<file path="src/logic/rtcsa_pkg.sv">
// constants, register map and carrier types of the seconds/subsecond real-time clock
package rtcsa_pkg;

	// ************************************************************
	// register map (byte addresses)
	// ************************************************************
	localparam logic [7:0] OFS_SECONDS  = 8'h00;
	localparam logic [7:0] OFS_SUBSEC   = 8'h04;
	localparam logic [7:0] OFS_TOD_ALM  = 8'h08;
	localparam logic [7:0] OFS_SS_ALM   = 8'h0C;
	localparam logic [7:0] OFS_CTRL     = 8'h10;
	localparam logic [7:0] OFS_CAL      = 8'h14;
	localparam logic [7:0] OFS_STATUS   = 8'h18;
	localparam logic [7:0] OFS_INT_CLR  = 8'h1C;
	localparam logic [7:0] OFS_INT_EN   = 8'h20;

	// ************************************************************
	// field positions
	// ************************************************************
	localparam int CTRL_RUN       = 0;
	localparam int CTRL_TOD_EN    = 1;
	localparam int CTRL_SS_EN     = 2;
	localparam int CTRL_TOD_RECUR = 3;
	localparam int CTRL_SS_RECUR  = 4;
	localparam int CTRL_SQW_EN    = 5;
	localparam int CTRL_W         = 6;
	localparam int ST_TOD         = 0;
	localparam int ST_SS          = 1;
	localparam int ST_BAD_ALM     = 2;
	localparam int ST_W           = 3;

	// ************************************************************
	// reset values
	// ************************************************************
	localparam logic [CTRL_W-1:0] CTRL_RST = 6'h01;
	localparam logic [7:0]        CAL_RST  = 8'h00;
	localparam logic [ST_W-1:0]   IEN_RST  = 3'h0;

	// ************************************************************
	// time base figures
	// ************************************************************
	localparam int SUB_W          = 12;         // 4096 subsecond ticks per second
	localparam int XTAL_PER_SUB   = 8;          // 32768 / 4096
	localparam int DIV_W          = 3;
	localparam int PPM_FULL       = 1000000;    // one part per million unit
	localparam int ACC_W          = 20;
	localparam int ALM_MIN_S      = 1;          // nearest alarm, seconds ahead
	localparam int ALM_MAX_DAYS   = 12;
	localparam int ALM_MAX_S      = ALM_MAX_DAYS * 24 * 3600;
	localparam logic [ACC_W-1:0]  ACC_FULL = ACC_W'(PPM_FULL);

	// ************************************************************
	// carrier types
	// ************************************************************
	typedef enum logic [1:0] {
		RTCSA_ACTIVE,
		RTCSA_SLEEP,
		RTCSA_DEEPSLEEP,
		RTCSA_BACKUP
	} rtcsa_pmode_t;

	typedef struct packed {
		logic [7:0]  addr;
		logic [31:0] wdata;
		logic        wr;
		logic        rd;
	} rtcsa_bus_t;

	// sticky status merge: a set in the same cycle as its clear wins
	function automatic logic [ST_W-1:0] sticky(input logic [ST_W-1:0] cur,
	                                           input logic [ST_W-1:0] set,
	                                           input logic [ST_W-1:0] clr);
		sticky = (cur & ~clr) | set;
	endfunction : sticky

endpackage : rtcsa_pkg

</file>
<file path="src/logic/rtcsa_prescale.sv">
// 32.768 kHz edge divider with ppm trim and square-wave source
`timescale 1ns/1ps
module rtcsa_prescale
(
	// clock and reset
	input  wire logic       mclk,
	input  wire logic       rst,
	input  wire logic       ce,
	// time base and trim
	input  wire logic       xtal_in,
	input  wire logic [7:0] cal,
	input  wire logic       sqw_en,
	// results
	output logic            tick,
	output logic            sqw
);

	typedef struct packed {
		logic                            xtal_d;
		logic [rtcsa_pkg::DIV_W-1:0]     div;
		logic [rtcsa_pkg::ACC_W-1:0]     acc;
		logic                            tick;
		logic                            sqw;
	} rtcsa_pre_t;

	rtcsa_pre_t st_r;
	rtcsa_pre_t st_nxt;

	// ************************************************************
	// trim: the ppm accumulator adds or swallows one crystal edge
	// ************************************************************
	always_comb
	begin
		logic [rtcsa_pkg::ACC_W-1:0] mag;
		logic [rtcsa_pkg::DIV_W:0]   sum;
		logic [1:0]                  step;
		mag    = '0;
		sum    = '0;
		step   = 2'h1;
		st_nxt = st_r;
		st_nxt.xtal_d = xtal_in;
		st_nxt.tick   = 1'b0;
		mag = rtcsa_pkg::ACC_W'(cal[7] ? 8'(-cal) : cal);
		if (xtal_in && !st_r.xtal_d)
		begin
			st_nxt.acc = st_r.acc + mag;
			// one extra or missing edge per million keeps the ppm step exact
			if (st_nxt.acc >= rtcsa_pkg::ACC_FULL)
			begin
				st_nxt.acc = st_nxt.acc - rtcsa_pkg::ACC_FULL;
				step = cal[7] ? 2'h0 : 2'h2;
			end
			sum = {1'b0, st_r.div} + {2'h0, step};
			st_nxt.div  = sum[rtcsa_pkg::DIV_W-1:0];
			st_nxt.tick = sum[rtcsa_pkg::DIV_W];
		end
		st_nxt.sqw = sqw_en & st_nxt.div[rtcsa_pkg::DIV_W-1];
	end

	// state register, frozen while ce is low
	always_ff @(posedge mclk or posedge rst)
	begin
		if (rst)
			st_r <= '0;
		else if (ce)
			st_r <= st_nxt;
	end

	assign tick = st_r.tick;
	assign sqw  = st_r.sqw;

endmodule : rtcsa_prescale

</file>
<file path="src/logic/rtcsa_top.sv">
// seconds counter real-time clock with time-of-day and subsecond alarms
// ************************************************************
// ************************************************************
//
// Design decisions made here: the strobed register port and the address map.
`timescale 1ns/1ps
module rtcsa_top
(
	// clock, reset and enable
	input  wire logic                    mclk,
	input  wire logic                    rst,
	input  wire logic                    ce,
	// register port
	input  wire rtcsa_pkg::rtcsa_bus_t   bus,
	output logic [31:0]                  rdata,
	// time base and power state
	input  wire logic                    xtal_in,
	input  wire rtcsa_pkg::rtcsa_pmode_t pmode,
	// events and pins
	output logic                         irq,
	output logic                         wake_req,
	output logic                         square_wave_output
);

	// ************************************************************
	// state
	// ************************************************************
	typedef struct packed {
		logic [31:0]                     sec;
		logic [rtcsa_pkg::SUB_W-1:0]     sub;
		logic [31:0]                     tod_match;
		logic [31:0]                     tod_int;
		logic                            tod_arm;
		logic [31:0]                     ss_reload;
		logic [31:0]                     ss_cnt;
		logic                            ss_arm;
		logic [rtcsa_pkg::CTRL_W-1:0]    ctrl;
		logic [7:0]                      cal;
		logic [rtcsa_pkg::ST_W-1:0]      stat;
		logic [rtcsa_pkg::ST_W-1:0]      ien;
		logic [31:0]                     rdata;
		logic                            irq;
		logic                            wake;
	} rtcsa_state_t;

	rtcsa_state_t st_r;
	rtcsa_state_t st_nxt;

	logic tick;
	logic sqw;

	// ************************************************************
	// time base
	// ************************************************************
	rtcsa_prescale u_pre
	(
		.mclk    (mclk),
		.rst     (rst),
		.ce      (ce),
		.xtal_in (xtal_in),
		.cal     (st_r.cal),
		.sqw_en  (st_r.ctrl[rtcsa_pkg::CTRL_SQW_EN]),
		.tick    (tick),
		.sqw     (sqw)
	);

	// ************************************************************
	// next state
	// ************************************************************
	always_comb
	begin
		logic [rtcsa_pkg::ST_W-1:0] set;
		logic [rtcsa_pkg::ST_W-1:0] clr;
		logic                       wr;
		logic                       run;
		logic                       sec_step;
		logic [31:0]                wd;
		set      = '0;
		clr      = '0;
		wr       = bus.wr;
		wd       = bus.wdata;
		run      = st_r.ctrl[rtcsa_pkg::CTRL_RUN];
		sec_step = 1'b0;
		st_nxt   = st_r;

		// subsecond count and seconds carry; runs in every power mode
		if (run && tick)
		begin
			st_nxt.sub = st_r.sub + 1'b1;
			if (st_r.sub == {rtcsa_pkg::SUB_W{1'b1}})
			begin
				sec_step   = 1'b1;
				st_nxt.sec = st_r.sec + 32'h0000_0001;
			end
		end

		// time-of-day alarm compares the new second against its match value
		if (sec_step && st_r.tod_arm && (st_nxt.sec == st_r.tod_match))
		begin
			if (st_r.ctrl[rtcsa_pkg::CTRL_TOD_EN])
				set[rtcsa_pkg::ST_TOD] = 1'b1;
			if (st_r.ctrl[rtcsa_pkg::CTRL_TOD_RECUR])
				st_nxt.tod_match = st_r.tod_match + st_r.tod_int;
			else
				st_nxt.tod_arm = 1'b0;
		end

		// subsecond alarm counts down whole 1/4096 s ticks
		if (run && tick && st_r.ss_arm)
		begin
			if (st_r.ss_cnt <= 32'h0000_0001)
			begin
				if (st_r.ctrl[rtcsa_pkg::CTRL_SS_EN])
					set[rtcsa_pkg::ST_SS] = 1'b1;
				if (st_r.ctrl[rtcsa_pkg::CTRL_SS_RECUR])
					st_nxt.ss_cnt = st_r.ss_reload;
				else
				begin
					st_nxt.ss_cnt = 32'h0000_0000;
					st_nxt.ss_arm = 1'b0;
				end
			end
			else
				st_nxt.ss_cnt = st_r.ss_cnt - 32'h0000_0001;
		end

		// register writes; a seconds write beats a carry in the same cycle
		if (wr)
		begin
			unique case (bus.addr)
				rtcsa_pkg::OFS_SECONDS:
					st_nxt.sec = wd;
				rtcsa_pkg::OFS_SUBSEC:
					st_nxt.sub = wd[rtcsa_pkg::SUB_W-1:0];
				rtcsa_pkg::OFS_TOD_ALM:
				begin
					// intervals outside the window are refused and flagged
					if (wd >= 32'(rtcsa_pkg::ALM_MIN_S) && wd <= 32'(rtcsa_pkg::ALM_MAX_S))
					begin
						st_nxt.tod_int   = wd;
						st_nxt.tod_match = st_nxt.sec + wd;
						st_nxt.tod_arm   = 1'b1;
					end
					else
					begin
						st_nxt.tod_arm = 1'b0;
						set[rtcsa_pkg::ST_BAD_ALM] = 1'b1;
					end
				end
				rtcsa_pkg::OFS_SS_ALM:
				begin
					st_nxt.ss_reload = wd;
					st_nxt.ss_cnt    = wd;
					st_nxt.ss_arm    = (wd != 32'h0000_0000);
				end
				rtcsa_pkg::OFS_CTRL:
					st_nxt.ctrl = wd[rtcsa_pkg::CTRL_W-1:0];
				rtcsa_pkg::OFS_CAL:
					st_nxt.cal = wd[7:0];
				rtcsa_pkg::OFS_INT_CLR:
					clr = wd[rtcsa_pkg::ST_W-1:0];
				rtcsa_pkg::OFS_INT_EN:
					st_nxt.ien = wd[rtcsa_pkg::ST_W-1:0];
				default:
					st_nxt.ien = st_r.ien;                         // unmapped writes are dropped
			endcase
		end

		// sticky status; hardware set wins over a clear in the same cycle
		st_nxt.stat = rtcsa_pkg::sticky(st_r.stat, set, clr);

		// read data stand for exactly one cycle after the strobe
		st_nxt.rdata = 32'h0000_0000;
		if (bus.rd)
		begin
			unique case (bus.addr)
				rtcsa_pkg::OFS_SECONDS: st_nxt.rdata = st_r.sec;
				rtcsa_pkg::OFS_SUBSEC:  st_nxt.rdata = 32'(st_r.sub);
				rtcsa_pkg::OFS_TOD_ALM: st_nxt.rdata = st_r.tod_int;
				rtcsa_pkg::OFS_SS_ALM:  st_nxt.rdata = st_r.ss_cnt;
				rtcsa_pkg::OFS_CTRL:    st_nxt.rdata = 32'(st_r.ctrl);
				rtcsa_pkg::OFS_CAL:     st_nxt.rdata = 32'(st_r.cal);
				rtcsa_pkg::OFS_STATUS:  st_nxt.rdata = 32'(st_r.stat);
				rtcsa_pkg::OFS_INT_EN:  st_nxt.rdata = 32'(st_r.ien);
				default:                st_nxt.rdata = 32'h0000_0000;
			endcase
		end

		// level interrupt follows the enabled sticky bits; wake request copies it outside active mode
		st_nxt.irq  = |(st_nxt.stat & st_nxt.ien);
		st_nxt.wake = st_nxt.irq && (pmode != rtcsa_pkg::RTCSA_ACTIVE);
	end

	// ************************************************************
	// state register, frozen while ce is low
	// ************************************************************
	always_ff @(posedge mclk or posedge rst)
	begin
		if (rst)
		begin
			st_r      <= '0;
			st_r.ctrl <= rtcsa_pkg::CTRL_RST;
			st_r.cal  <= rtcsa_pkg::CAL_RST;
			st_r.ien  <= rtcsa_pkg::IEN_RST;
		end
		else if (ce)
			st_r <= st_nxt;
	end

	// outputs straight from flops
	assign rdata              = st_r.rdata;
	assign irq                = st_r.irq;
	assign wake_req           = st_r.wake;
	assign square_wave_output = sqw;

endmodule : rtcsa_top

</file>
<file path="config.mk">
export PLATFORM = sky130hd
export DESIGN_NAME = rtcsa_top
export DESIGN_NICKNAME = d
export VERILOG_FILES = /design/src/logic/rtcsa_pkg.sv /design/src/logic/rtcsa_prescale.sv /design/src/logic/rtcsa_top.sv
export SDC_FILE = /design/constraint.sdc
export NUM_CORES = 1
export LEC_CHECK = 0
export BUFFER_PORTS_ARGS = -buffer_cell sky130_fd_sc_hd__buf_2
export CORE_MARGIN = 4
export CORE_UTILIZATION = 65
export CTS_BUF_LIST = sky130_fd_sc_hd__clkbuf_4 sky130_fd_sc_hd__clkbuf_8
export DETAILED_ROUTE_END_ITERATION = 8
export HOLD_SLACK_MARGIN = 0.1
export PLACE_DENSITY_LB_ADDON = 0.3
export REMOVE_ABC_BUFFERS = 1
export SLEW_MARGIN = 20
export SYNTH_ARGS = -nofsm -noshare
export SYNTH_HDL_FRONTEND = slang
export SYNTH_SLANG_ARGS = --single-unit
</file>
<file path="constraint.sdc">
create_clock -name mclk -period 9.2 [get_ports mclk]
set_clock_uncertainty 0.1 [all_clocks]
set_input_delay 0.92 -clock mclk [delete_from_list [all_inputs] [get_ports mclk]]
set_output_delay 0.92 -clock mclk [all_outputs]
set_load 0.005 [all_outputs]
</file>
Word-level counts from Yosys, hierarchy flattened
Cells that the tools add are included.
{ "op_classes": {"addsub": 9, "magnitude_cmp": 4, "eq_ne": 10, "n_mux": 42, "n_bitwise": 5, "n_reduce_logical": 17} }
{ "op_table": {"columns": ["operator", "count"], "rows": [
  ["one-hot mux 32 bit (8 select lines)", 1],
  ["two-way mux 32 bit", 7],
  ["two-way mux 188 bit", 1],
  ["two-way mux 65 bit", 2],
  ["adder 32 bit", 2],
  ["two-way mux 64 bit", 1],
  ["two-way mux 44 bit", 1],
  ["two-way mux 33 bit", 1],
  ["adder 32 x 1 -> 32 bit, second input constant", 1],
  ["equality test 32 bit", 1],
  ["equality test 8 x 5 -> 1 bit, second input constant", 4],
  [">= comparator 32 x 1 -> 1 bit, second input constant", 1],
  ["<= comparator 32 x 1 -> 1 bit, second input constant", 1],
  ["<= comparator 32 x 20 -> 1 bit, second input constant", 1],
  ["nonzero test 32 bit", 1],
  ["subtractor 32 x 1 -> 32 bit, second input constant", 1],
  ["two-way mux 24 bit", 1],
  ["adder 20 bit", 1],
  [">= comparator 20 bit, second input constant", 1],
  ["two-way mux 20 bit", 1],
  ["subtractor 20 bit, second input constant", 1],
  ["equality test 8 x 4 -> 1 bit, second input constant", 2],
  ["two-way mux 8 bit", 2],
  ["two-way mux 1 bit", 15],
  ["22 further kinds", 36]
]} }
{ "totals": {"register_bits": 254, "inputBits": 48, "output_inout_bits": 35} }

Longest topological paths before layout
Gate-level depths: netlist (run 1).
{ "logic_depth": {"depth_word": 10, "depth_mapped": 27} }

By module
Synthesis (run 1) repeated with hierarchy kept, for this count alone.
{ "unflattened": {"hier_cells": 2318, "area_unflattened_um2": 19239.7} }
{ "modules_own_cells": {"columns": ["module", "n_inst", "cells_per_inst", "area_per_inst_um2", "seq_area_each_um2"], "rows": [
  ["rtcsa_top", 1, 2044, 16884.9, 5706.7],
  ["rtcsa_prescale", 1, 274, 2354.8, 650.6]
]} }

Worst setup path after synthesis (run 1)
Ideal clock, no wire load.
{ "synth_timing": {"path_type": "register to register", "from": "register, netlist name st_r[40]", "to": "register u_pre.st_r (netlist bit u_pre.sqw)", "t_arrival_ns": 4.532, "required_ns": 9.017, "path_slack_ns": 4.485, "path_stages_with_launch": 27, "n_path_buf": 1, "synth_period_minus_slack_ns": 4.715, "path_cell_list": "dfrtp_1 inv_1 ha_1 nand2b_1 xnor2_1 ha_1 nor2b_1 o21ai_0 o21ai_0 nor2_1 xor2_1 inv_1 ha_1 nand2_1 nor3_1 o21ai_0 a21oi_1 a2111oi_0 o21ai_0 o31ai_1 clkbuf_1 nor2_1 fa_1 nand2_1 xnor2_1 nand3_1 o21ai_0"} }
{ "synth_via": {"elab_chain_len": 9} }
{ "synth_lines": {"columns": ["item", "line_no", "text"], "rows": [
  ["negator 8 bit", "rtcsa_prescale.sv:43", "mag = rtcsa_pkg::ACC_W'(cal[7] ? 8'(-cal) : cal);"],
  ["two-way mux 8 bit (*)", "rtcsa_prescale.sv:43", null],
  ["adder 20 bit (*)", "rtcsa_prescale.sv:46", "st_nxt.acc = st_r.acc + mag;"],
  [">= comparator 20 bit (*)", "rtcsa_prescale.sv:48", "if (st_nxt.acc >= rtcsa_pkg::ACC_FULL)"],
  ["two-way mux 2 bit (*)", "rtcsa_prescale.sv:48", null],
  ["two-way mux 2 bit (*)", "rtcsa_prescale.sv:44", "if (xtal_in && !st_r.xtal_d)"],
  ["adder 3 x 2 -> 4 bit (*)", "rtcsa_prescale.sv:53", "sum = {1'b0, st_r.div} + {2'h0, step};"],
  ["two-way mux 24 bit (*)", "rtcsa_prescale.sv:44", null],
  ["AND 1 bit (*)", "rtcsa_prescale.sv:57", "st_nxt.sqw = sqw_en & st_nxt.div[rtcsa_pkg::DIV_W-1];"],
  ["to (signal assigned)", "rtcsa_prescale.sv:66", "st_r <= st_nxt;"],
  ["to (decl)", "rtcsa_prescale.sv:26", "rtcsa_pre_t st_r;"]
]} }
Mark *: on every way between the ends. The rest lies on a longest branch, timed or not. The select of a mux whose other input is x is not followed.
A chain may end at the register's enable or synchronous reset.

Worst setup path in the final report (run 1)
{ "layout_timing": {"from": "register st_r[184] (netlist bit)", "to": "register st_r[180] (netlist bit)"} }
{ "layout_via": {"elab_chain_len": 9, "elab_cells_between_ends": 13} }
{ "layout_lines": {"columns": ["item", "line_no", "text"], "rows": [
  ["from (decl)", "rtcsa_top.sv:46", "rtcsa_state_t st_r;"],
  ["from (signal assigned)", "rtcsa_top.sv:207", "st_r <= st_nxt;"],
  ["equality test 12 bit (*)", "rtcsa_top.sv:90", "if (st_r.sub == {rtcsa_pkg::SUB_W{1'b1}})"],
  ["parallel branches: the longest is 7 deep, another holds adder 32 bit", null, null],
  ["two-way mux 188 bit (*)", "rtcsa_top.sv:128", "if (wr)"]
]} }
Mark *: on every way between the ends.

==> reports/results.ini, run 1 <==
[run_status]
status=completed

[clocking]
cts_root_buf=clkbuf_8
cts_hold_buffers=0
post_cts_resized=0
numCtsBuffers=45
cts_tree=done
path_clk_slew_ns=0.06
cts_sinks=254
htreeDepth=2
clock_path_buffers=3
worstSkewPairLatency_ns=0.60
cts_setup_buffers=0

[setup_path]
crit_arrival_ns=5.96
crit_type=reg2reg
cp-end-kind=register
crit_chain=ha_1, nand3_2, or4_1, nor3_1, nand4_1, xnor3_1, nor3b_1, nand4_1, or4_1, a21oi_4, nand2b_1, o211ai_1
reg2reg_from=st_r[184]
crit_fanout=22
crit_start=st_r[184]
start_kind=register
critPathRequiredTime_ns=9.54
crit_slowest_cell=or4_1
crit_path_max_incr_delay_ns=0.85

[yosys]
synth-seq-cells=254
synthTopCellsByCount=285 x nand2_1, 253 x dfrtp_1, 184 x a21oi_1
synth_edf_count=0
synth_area_sq_um=19620
ys_seq_area_frac=0.3240
yosysMostFrequentCell=nand2_1
syn_inst=2421
yosysUniqueCellTypes=81
yosys_warnings=0
syn-mean-instance-area_sq_um=8.106
synth-async-reset-ratio=1.000
synth_area_leaders=dfrtp_1 32%, nand2_1 5.5%, ha_1 5.0%
synth_top_area_cell=dfrtp_1
synth_ff_type=dfrtp_1
yosysTopAreaCellShare=0.3226

[sta]
setup_violations=0
worst_slew_pin_slew_ns=1.195
fmax_mhz=177.8
timing.final.crit_share=0.6115
drv_slew=0
final_hold_viol_count=0
slew_headroom=0.1929
period_needed_ns=5.625
setup_tns_ns=0
rsz0062_at_grt=no
fin_hold_ws_ns=0.3937

[routing]
first_iter_violations=2796
wl_per_cell_um=25.01
routed_wl_mm=70.57
met2WireLength_mm=31.55
route.met3.wl_mm=7.685
vias=19834
first_pass_iters=9
viasPerCell=7.028
top_layer_used=met4
drcViolationCount=0
antenna_left=0
met1_length_mm=26.59

[pwr]
power_density_nw_per_um2=176.7
switching_share=0.3775
p_int_mw=2.306
ir_worst_vdd_uv=135.5
combinationalPowerShare=0.312
p_sw_mw=1.399
clock_power_share=0.311
p_seq_frac=0.377
p_leak_nw=9.313

[job]
maxCapViolCount=0

[cells_and_area]
antenna_cells=0
multiInputGateArea_sq_um=12100
area_growth_syn_to_layout_pct=6.854
seq_area_sq_um=6357
drive_gt1_frac=0.1106
num-nets-final=2532
fillers=2368

[min_path]
hold_start=u_pre.st_r[14]
worst_hold_path_type=reg2reg

[floorplan]
rows=63
initial_core_util=0.6604
core_area_sq_um=29720
die-area_sq_um=33030
die_h_um=181.8
die_w_um=181.8
pin_count=83

[placed_design]
dpl.hpwl_mm=52.03
gp_congestion=1.030
port-buffer-count=82

[grt]
grt_pass1_vias=18681
track_usage=0.4137
grt_remaining_overflow=0
antenna_found_initial=0
grt_start_max_net_pins=122
grt_pass1_wl_mm=107.8

## cells in the final DEF, fill, tap and decap left out, types with 23 or more instances in the layout
cell type  instances
nand3_1           98
xnor2_1           96
mux2_2            54
inv_1            111
nor2_1           170
and2_1            26
a31oi_1           30
o21ai_0          166
o22ai_1           71
buf_2             81
nor3_1            50
mux2i_1           61
clkbuf_8          54
buf_4             23
a21oi_1          184
nand2_1          283
ha_1              79
nor4_1            35
and3_1            31
nand4_1           36
dfrtp_1          253
a21o_1            31
xor2_1            42
## worst max-delay path, delay by kind of cell (launching register included)
family	cells	cell delay, ns
and+or+nand+nor	8	3.49
DFF	1	0.45
adders and majority gates	1	0.25
xor gates and xnor gates	1	0.34
AOI/OAI and AO/OA	2	0.81
## power by group through the flow
stage / Sequential, mW / Clock (mW) / Combinational [mW]
after floorplan: 1.34 / 0 / 0.803
after global placement: 1.40 / 0 / 1.07
after detailed placement: 1.40 / 0 / 1.10
after CTS: 1.38 / 1.16 / 1.12
after global routing: 1.40 / 1.21 / 1.25
final: 1.40 / 1.15 / 1.16
## registers in the layout, indices dropped and copies added, names as in the netlist
register and cells:
u_pre.sqw 1, u_pre.tick 1, u_pre.st_r 24, irq 1, st_r 194, rdata 32, wake_req 1
## final cells by class
type                       instances  area share
clock buffer                      70     0.04117
tap                              390     0.02327
inverter                         113     0.02059
multi-input combinational       1880      0.5768
clock inverter                     8    0.005012
sequential                       254      0.3032
timing repair buffer             107     0.02995
## layer usage
metal / vias to the layer above / track usage
met5: - / 0
met4: 0 / 0.2186
met3: 306 / 0.08213
met2: 1465 / 0.6538
met1: 9350 / 0.5395
li1: 8713 / -
## metrics by stage
step           total power [mW]  std cells  cell area [sq um]  setup slack (ns)  utilization
2_1_floorplan             2.139       2247              18820             1.197            -
3_3_place_gp              2.473       2743              19950             3.592       0.6715
3_5_place_dp              2.505       2743              19950             3.568       0.6715
4_1_cts                   3.659       2821              20920             3.549       0.7041
5_1_grt                   3.866       2822              20970             3.196       0.7056
6_report                  3.705       2822              20970             3.575       0.7056
## logic make-up after synthesis
| group | count (synthesis) | synth area share |
|---|---|---|
| simple gates | 854 | 0.2094 |
| compound gates | 682 | 0.2168 |
| buf+inv | 287 | 0.06248 |
| flops | 254 | 0.3240 |
| xor+xnor | 146 | 0.07077 |
| mux | 115 | 0.06210 |
| fa+ha+maj | 83 | 0.05445 |
## final timing paths
check                                  to  slack, ns  depth (start not counted)
max                             st_r[180]       3.57                         12
min                        u_pre.st_r[14]       0.39                          1
max reg2reg                     st_r[180]       3.57                         12
min reg2reg                u_pre.st_r[14]       0.39                          1
max in group asynchronous       st_r[198]       7.24                          3
min in group asynchronous        st_r[75]       0.41                          2
(Power assumes the default switching activity.)
==> run 2, diff against run 1 <==
CORE_UTILIZATION = 59   (was 65)
clock period = 4.6 ns   (was 9.2 ns; I/O delays follow)
==> run 2 against run 1 <==
Against the previous run: register-to-register slack worse by 3.5 ns; flip-flop and latch count unchanged; fmax up 25%; critical endpoint is now u_pre.sqw; cell area up 8.5%; sequential power grew 92%; critical path type unchanged; clock power grew 100%; core utilization fell by 0.97 points; total power up 110%; combinational power grew 140%; via count increased by 2.1%; setup slack lost 3.5 ns.
==> reports/results.ini, run 2 (same netlist as run 1, synthesis figures left out) <==
[sta]
fin_hold_ws_ns=0.1259
setup_violations=0
setup_slack_ns=0.1052
slew_headroom=0.2502
period_needed_ns=4.495
rsz0062_at_grt=yes
worst_slew_pin_slew_ns=1.125
final_hold_viol_count=0
fmax_mhz=222.5
drv_slew=0
timing.final.crit_share=0.9771

[placed_design]
dp_slack_ns=-0.2084
port-buffer-count=82
dpl.hpwl_mm=55.32
gp_congestion=1.042

[grt]
grt_remaining_overflow=0
grt_pass1_vias=19558
grt_start_max_net_pins=139
track_usage=0.3985
antenna_found_initial=0
grt_pass1_wl_mm=112.5

[min_path]
hold_start=bus[27]
min_delay_worst_endpoint=st_r[112]
worst_hold_path_type=in2reg
holdPathStages=2

[setup_path]
crit_arrival_ns=4.95
r2r-end=u_pre.sqw
start_kind=register
r2r_slack_ns=0.11
critPathRequiredTime_ns=5.06
reg2reg_depth=20
cp-end-kind=register
crit_type=reg2reg
crit_fanout=5
reg2reg_from=st_r[41]

[pwr]
p_leak_nw=10.23
power_density_nw_per_um2=346.2
ir_worst_vdd_uv=331.0

[clocking]
numCtsBuffers=47
htreeDepth=2
worstSkewPairLatency_ns=0.68
cts_root_buf=clkbuf_8
cts_tree=done
path_clk_slew_ns=0.06
cts_sinks=254
clock_path_buffers=3

[routing]
first_iter_violations=2297
antenna_left=0
routed_wl_mm=74.20
first_pass_iters=6
vias=20258
wl_per_cell_um=24.26
drcViolationCount=0
viasPerCell=6.622

[floorplan]
pin_count=83
die_w_um=190.4
die_h_um=190.4
core_area_sq_um=32700
initial_core_util=0.6001
die-area_sq_um=36240
rows=66

[job]
maxCapViolCount=0

[cells_and_area]
regMostFlops=st_r
num-nets-final=2713
drive_gt1_frac=0.1849
final_cell_mix=279 x nand2_1, 251 x dfrtp_1, 179 x a21oi_1
largest_reg_flops=194
antenna_cells=0
final_common_cell=nand2_1
area_growth_syn_to_layout_pct=15.97

[run_status]
status=completed

run 2: repair_timing:
| action | CTS | global route |
|---|---|---|
| gates cloned | 0 | 0 |
| endpoints found under the setup margin | 12 | 41 |
| setup buffers | 1 | 13 |
| gates resized for setup | 14 | 68 |
| hold endpoints to repair | 164 | 0 |
| hold buffers | 27 | 0 |
| pin swaps | 1 | 29 |
run 2: critical path, cell delays in order (launching register included):
cell and delay [ns]:
dfrtp_1 0.41, inv_2 0.08, ha_4 0.26, nand2_1 0.06, o21ai_2 0.10, inv_1 0.08
fa_2 0.40, nor2b_4 0.15, o21ai_2 0.08, buf_4 0.14, o211ai_1 0.40, nand4_1 0.25
xor2_1 0.23, a2111oi_2 0.54, o31ai_4 0.16, ha_2 0.23, fa_2 0.36, nand2_2 0.07
xnor2_1 0.11, nand3_1 0.11, o21ai_2 0.08
run 2: worst max-delay path by stage:
stage              from          to  slack, ns  cells past startpoint
4_1_cts        st_r[40]   u_pre.sqw      0.001                     23
3_3_place_gp   st_r[41]   u_pre.sqw      -0.04                     20
5_1_grt        st_r[41]  u_pre.tick      -0.16                     26
6_report       st_r[41]   u_pre.sqw       0.11                     20
3_5_place_dp   st_r[41]   u_pre.sqw      -0.21                     26
2_1_floorplan       rst         irq      -2.94                      1
run 2: per-layer routing:
| layer | part of all wire | vias to the layer above | global-route usage |
|---|---|---|---|
| met3 | 0.092 | 317 | 0.07250 |
| met2 | 0.44 | 1181 | 0.6232 |
| met1 | 0.39 | 9688 | 0.5185 |
| li1 | - | 9072 | - |
| met5 | 0 | - | 0 |
| met4 | 0.075 | 0 | 0.2359 |
run 2: area by class of cell:
cell class	instances	area (sq um)
inverters	113	431.7
clock buffers	74	912.1
multi-input cells	1880	12380
well taps	442	553.0
fillers	2641	9943
flip-flops and latches	254	6360
repair buffers	286	2044
clock inverters	10	76.32
run 2: report_power, final:
group	internal (mW)	switching [mW]	leakage [nW]	total, mW
Sequential	2.42	0.268	3.25	2.69
Combinational	1.19	1.65	6.44	2.84
Clock	1.27	1.08	0.534	2.35
Total	4.89	2.99	10.2	7.88
run 2: stage by stage:
step                      instance area (sq um)   TNS, ns  power (mW)    util  instances
final                                     22760         0       7.879  0.6959       3059
after detailed placement                  21100   -0.6663       5.257  0.6451       2935
after global routing                      22760   -0.6173       8.246  0.6959       3059
after global placement                    21100  -0.04160       5.203  0.6451       2935
after CTS                                 22400         0       7.651  0.6850       3047
after floorplan                           18820   -818.82       4.278       -       2247
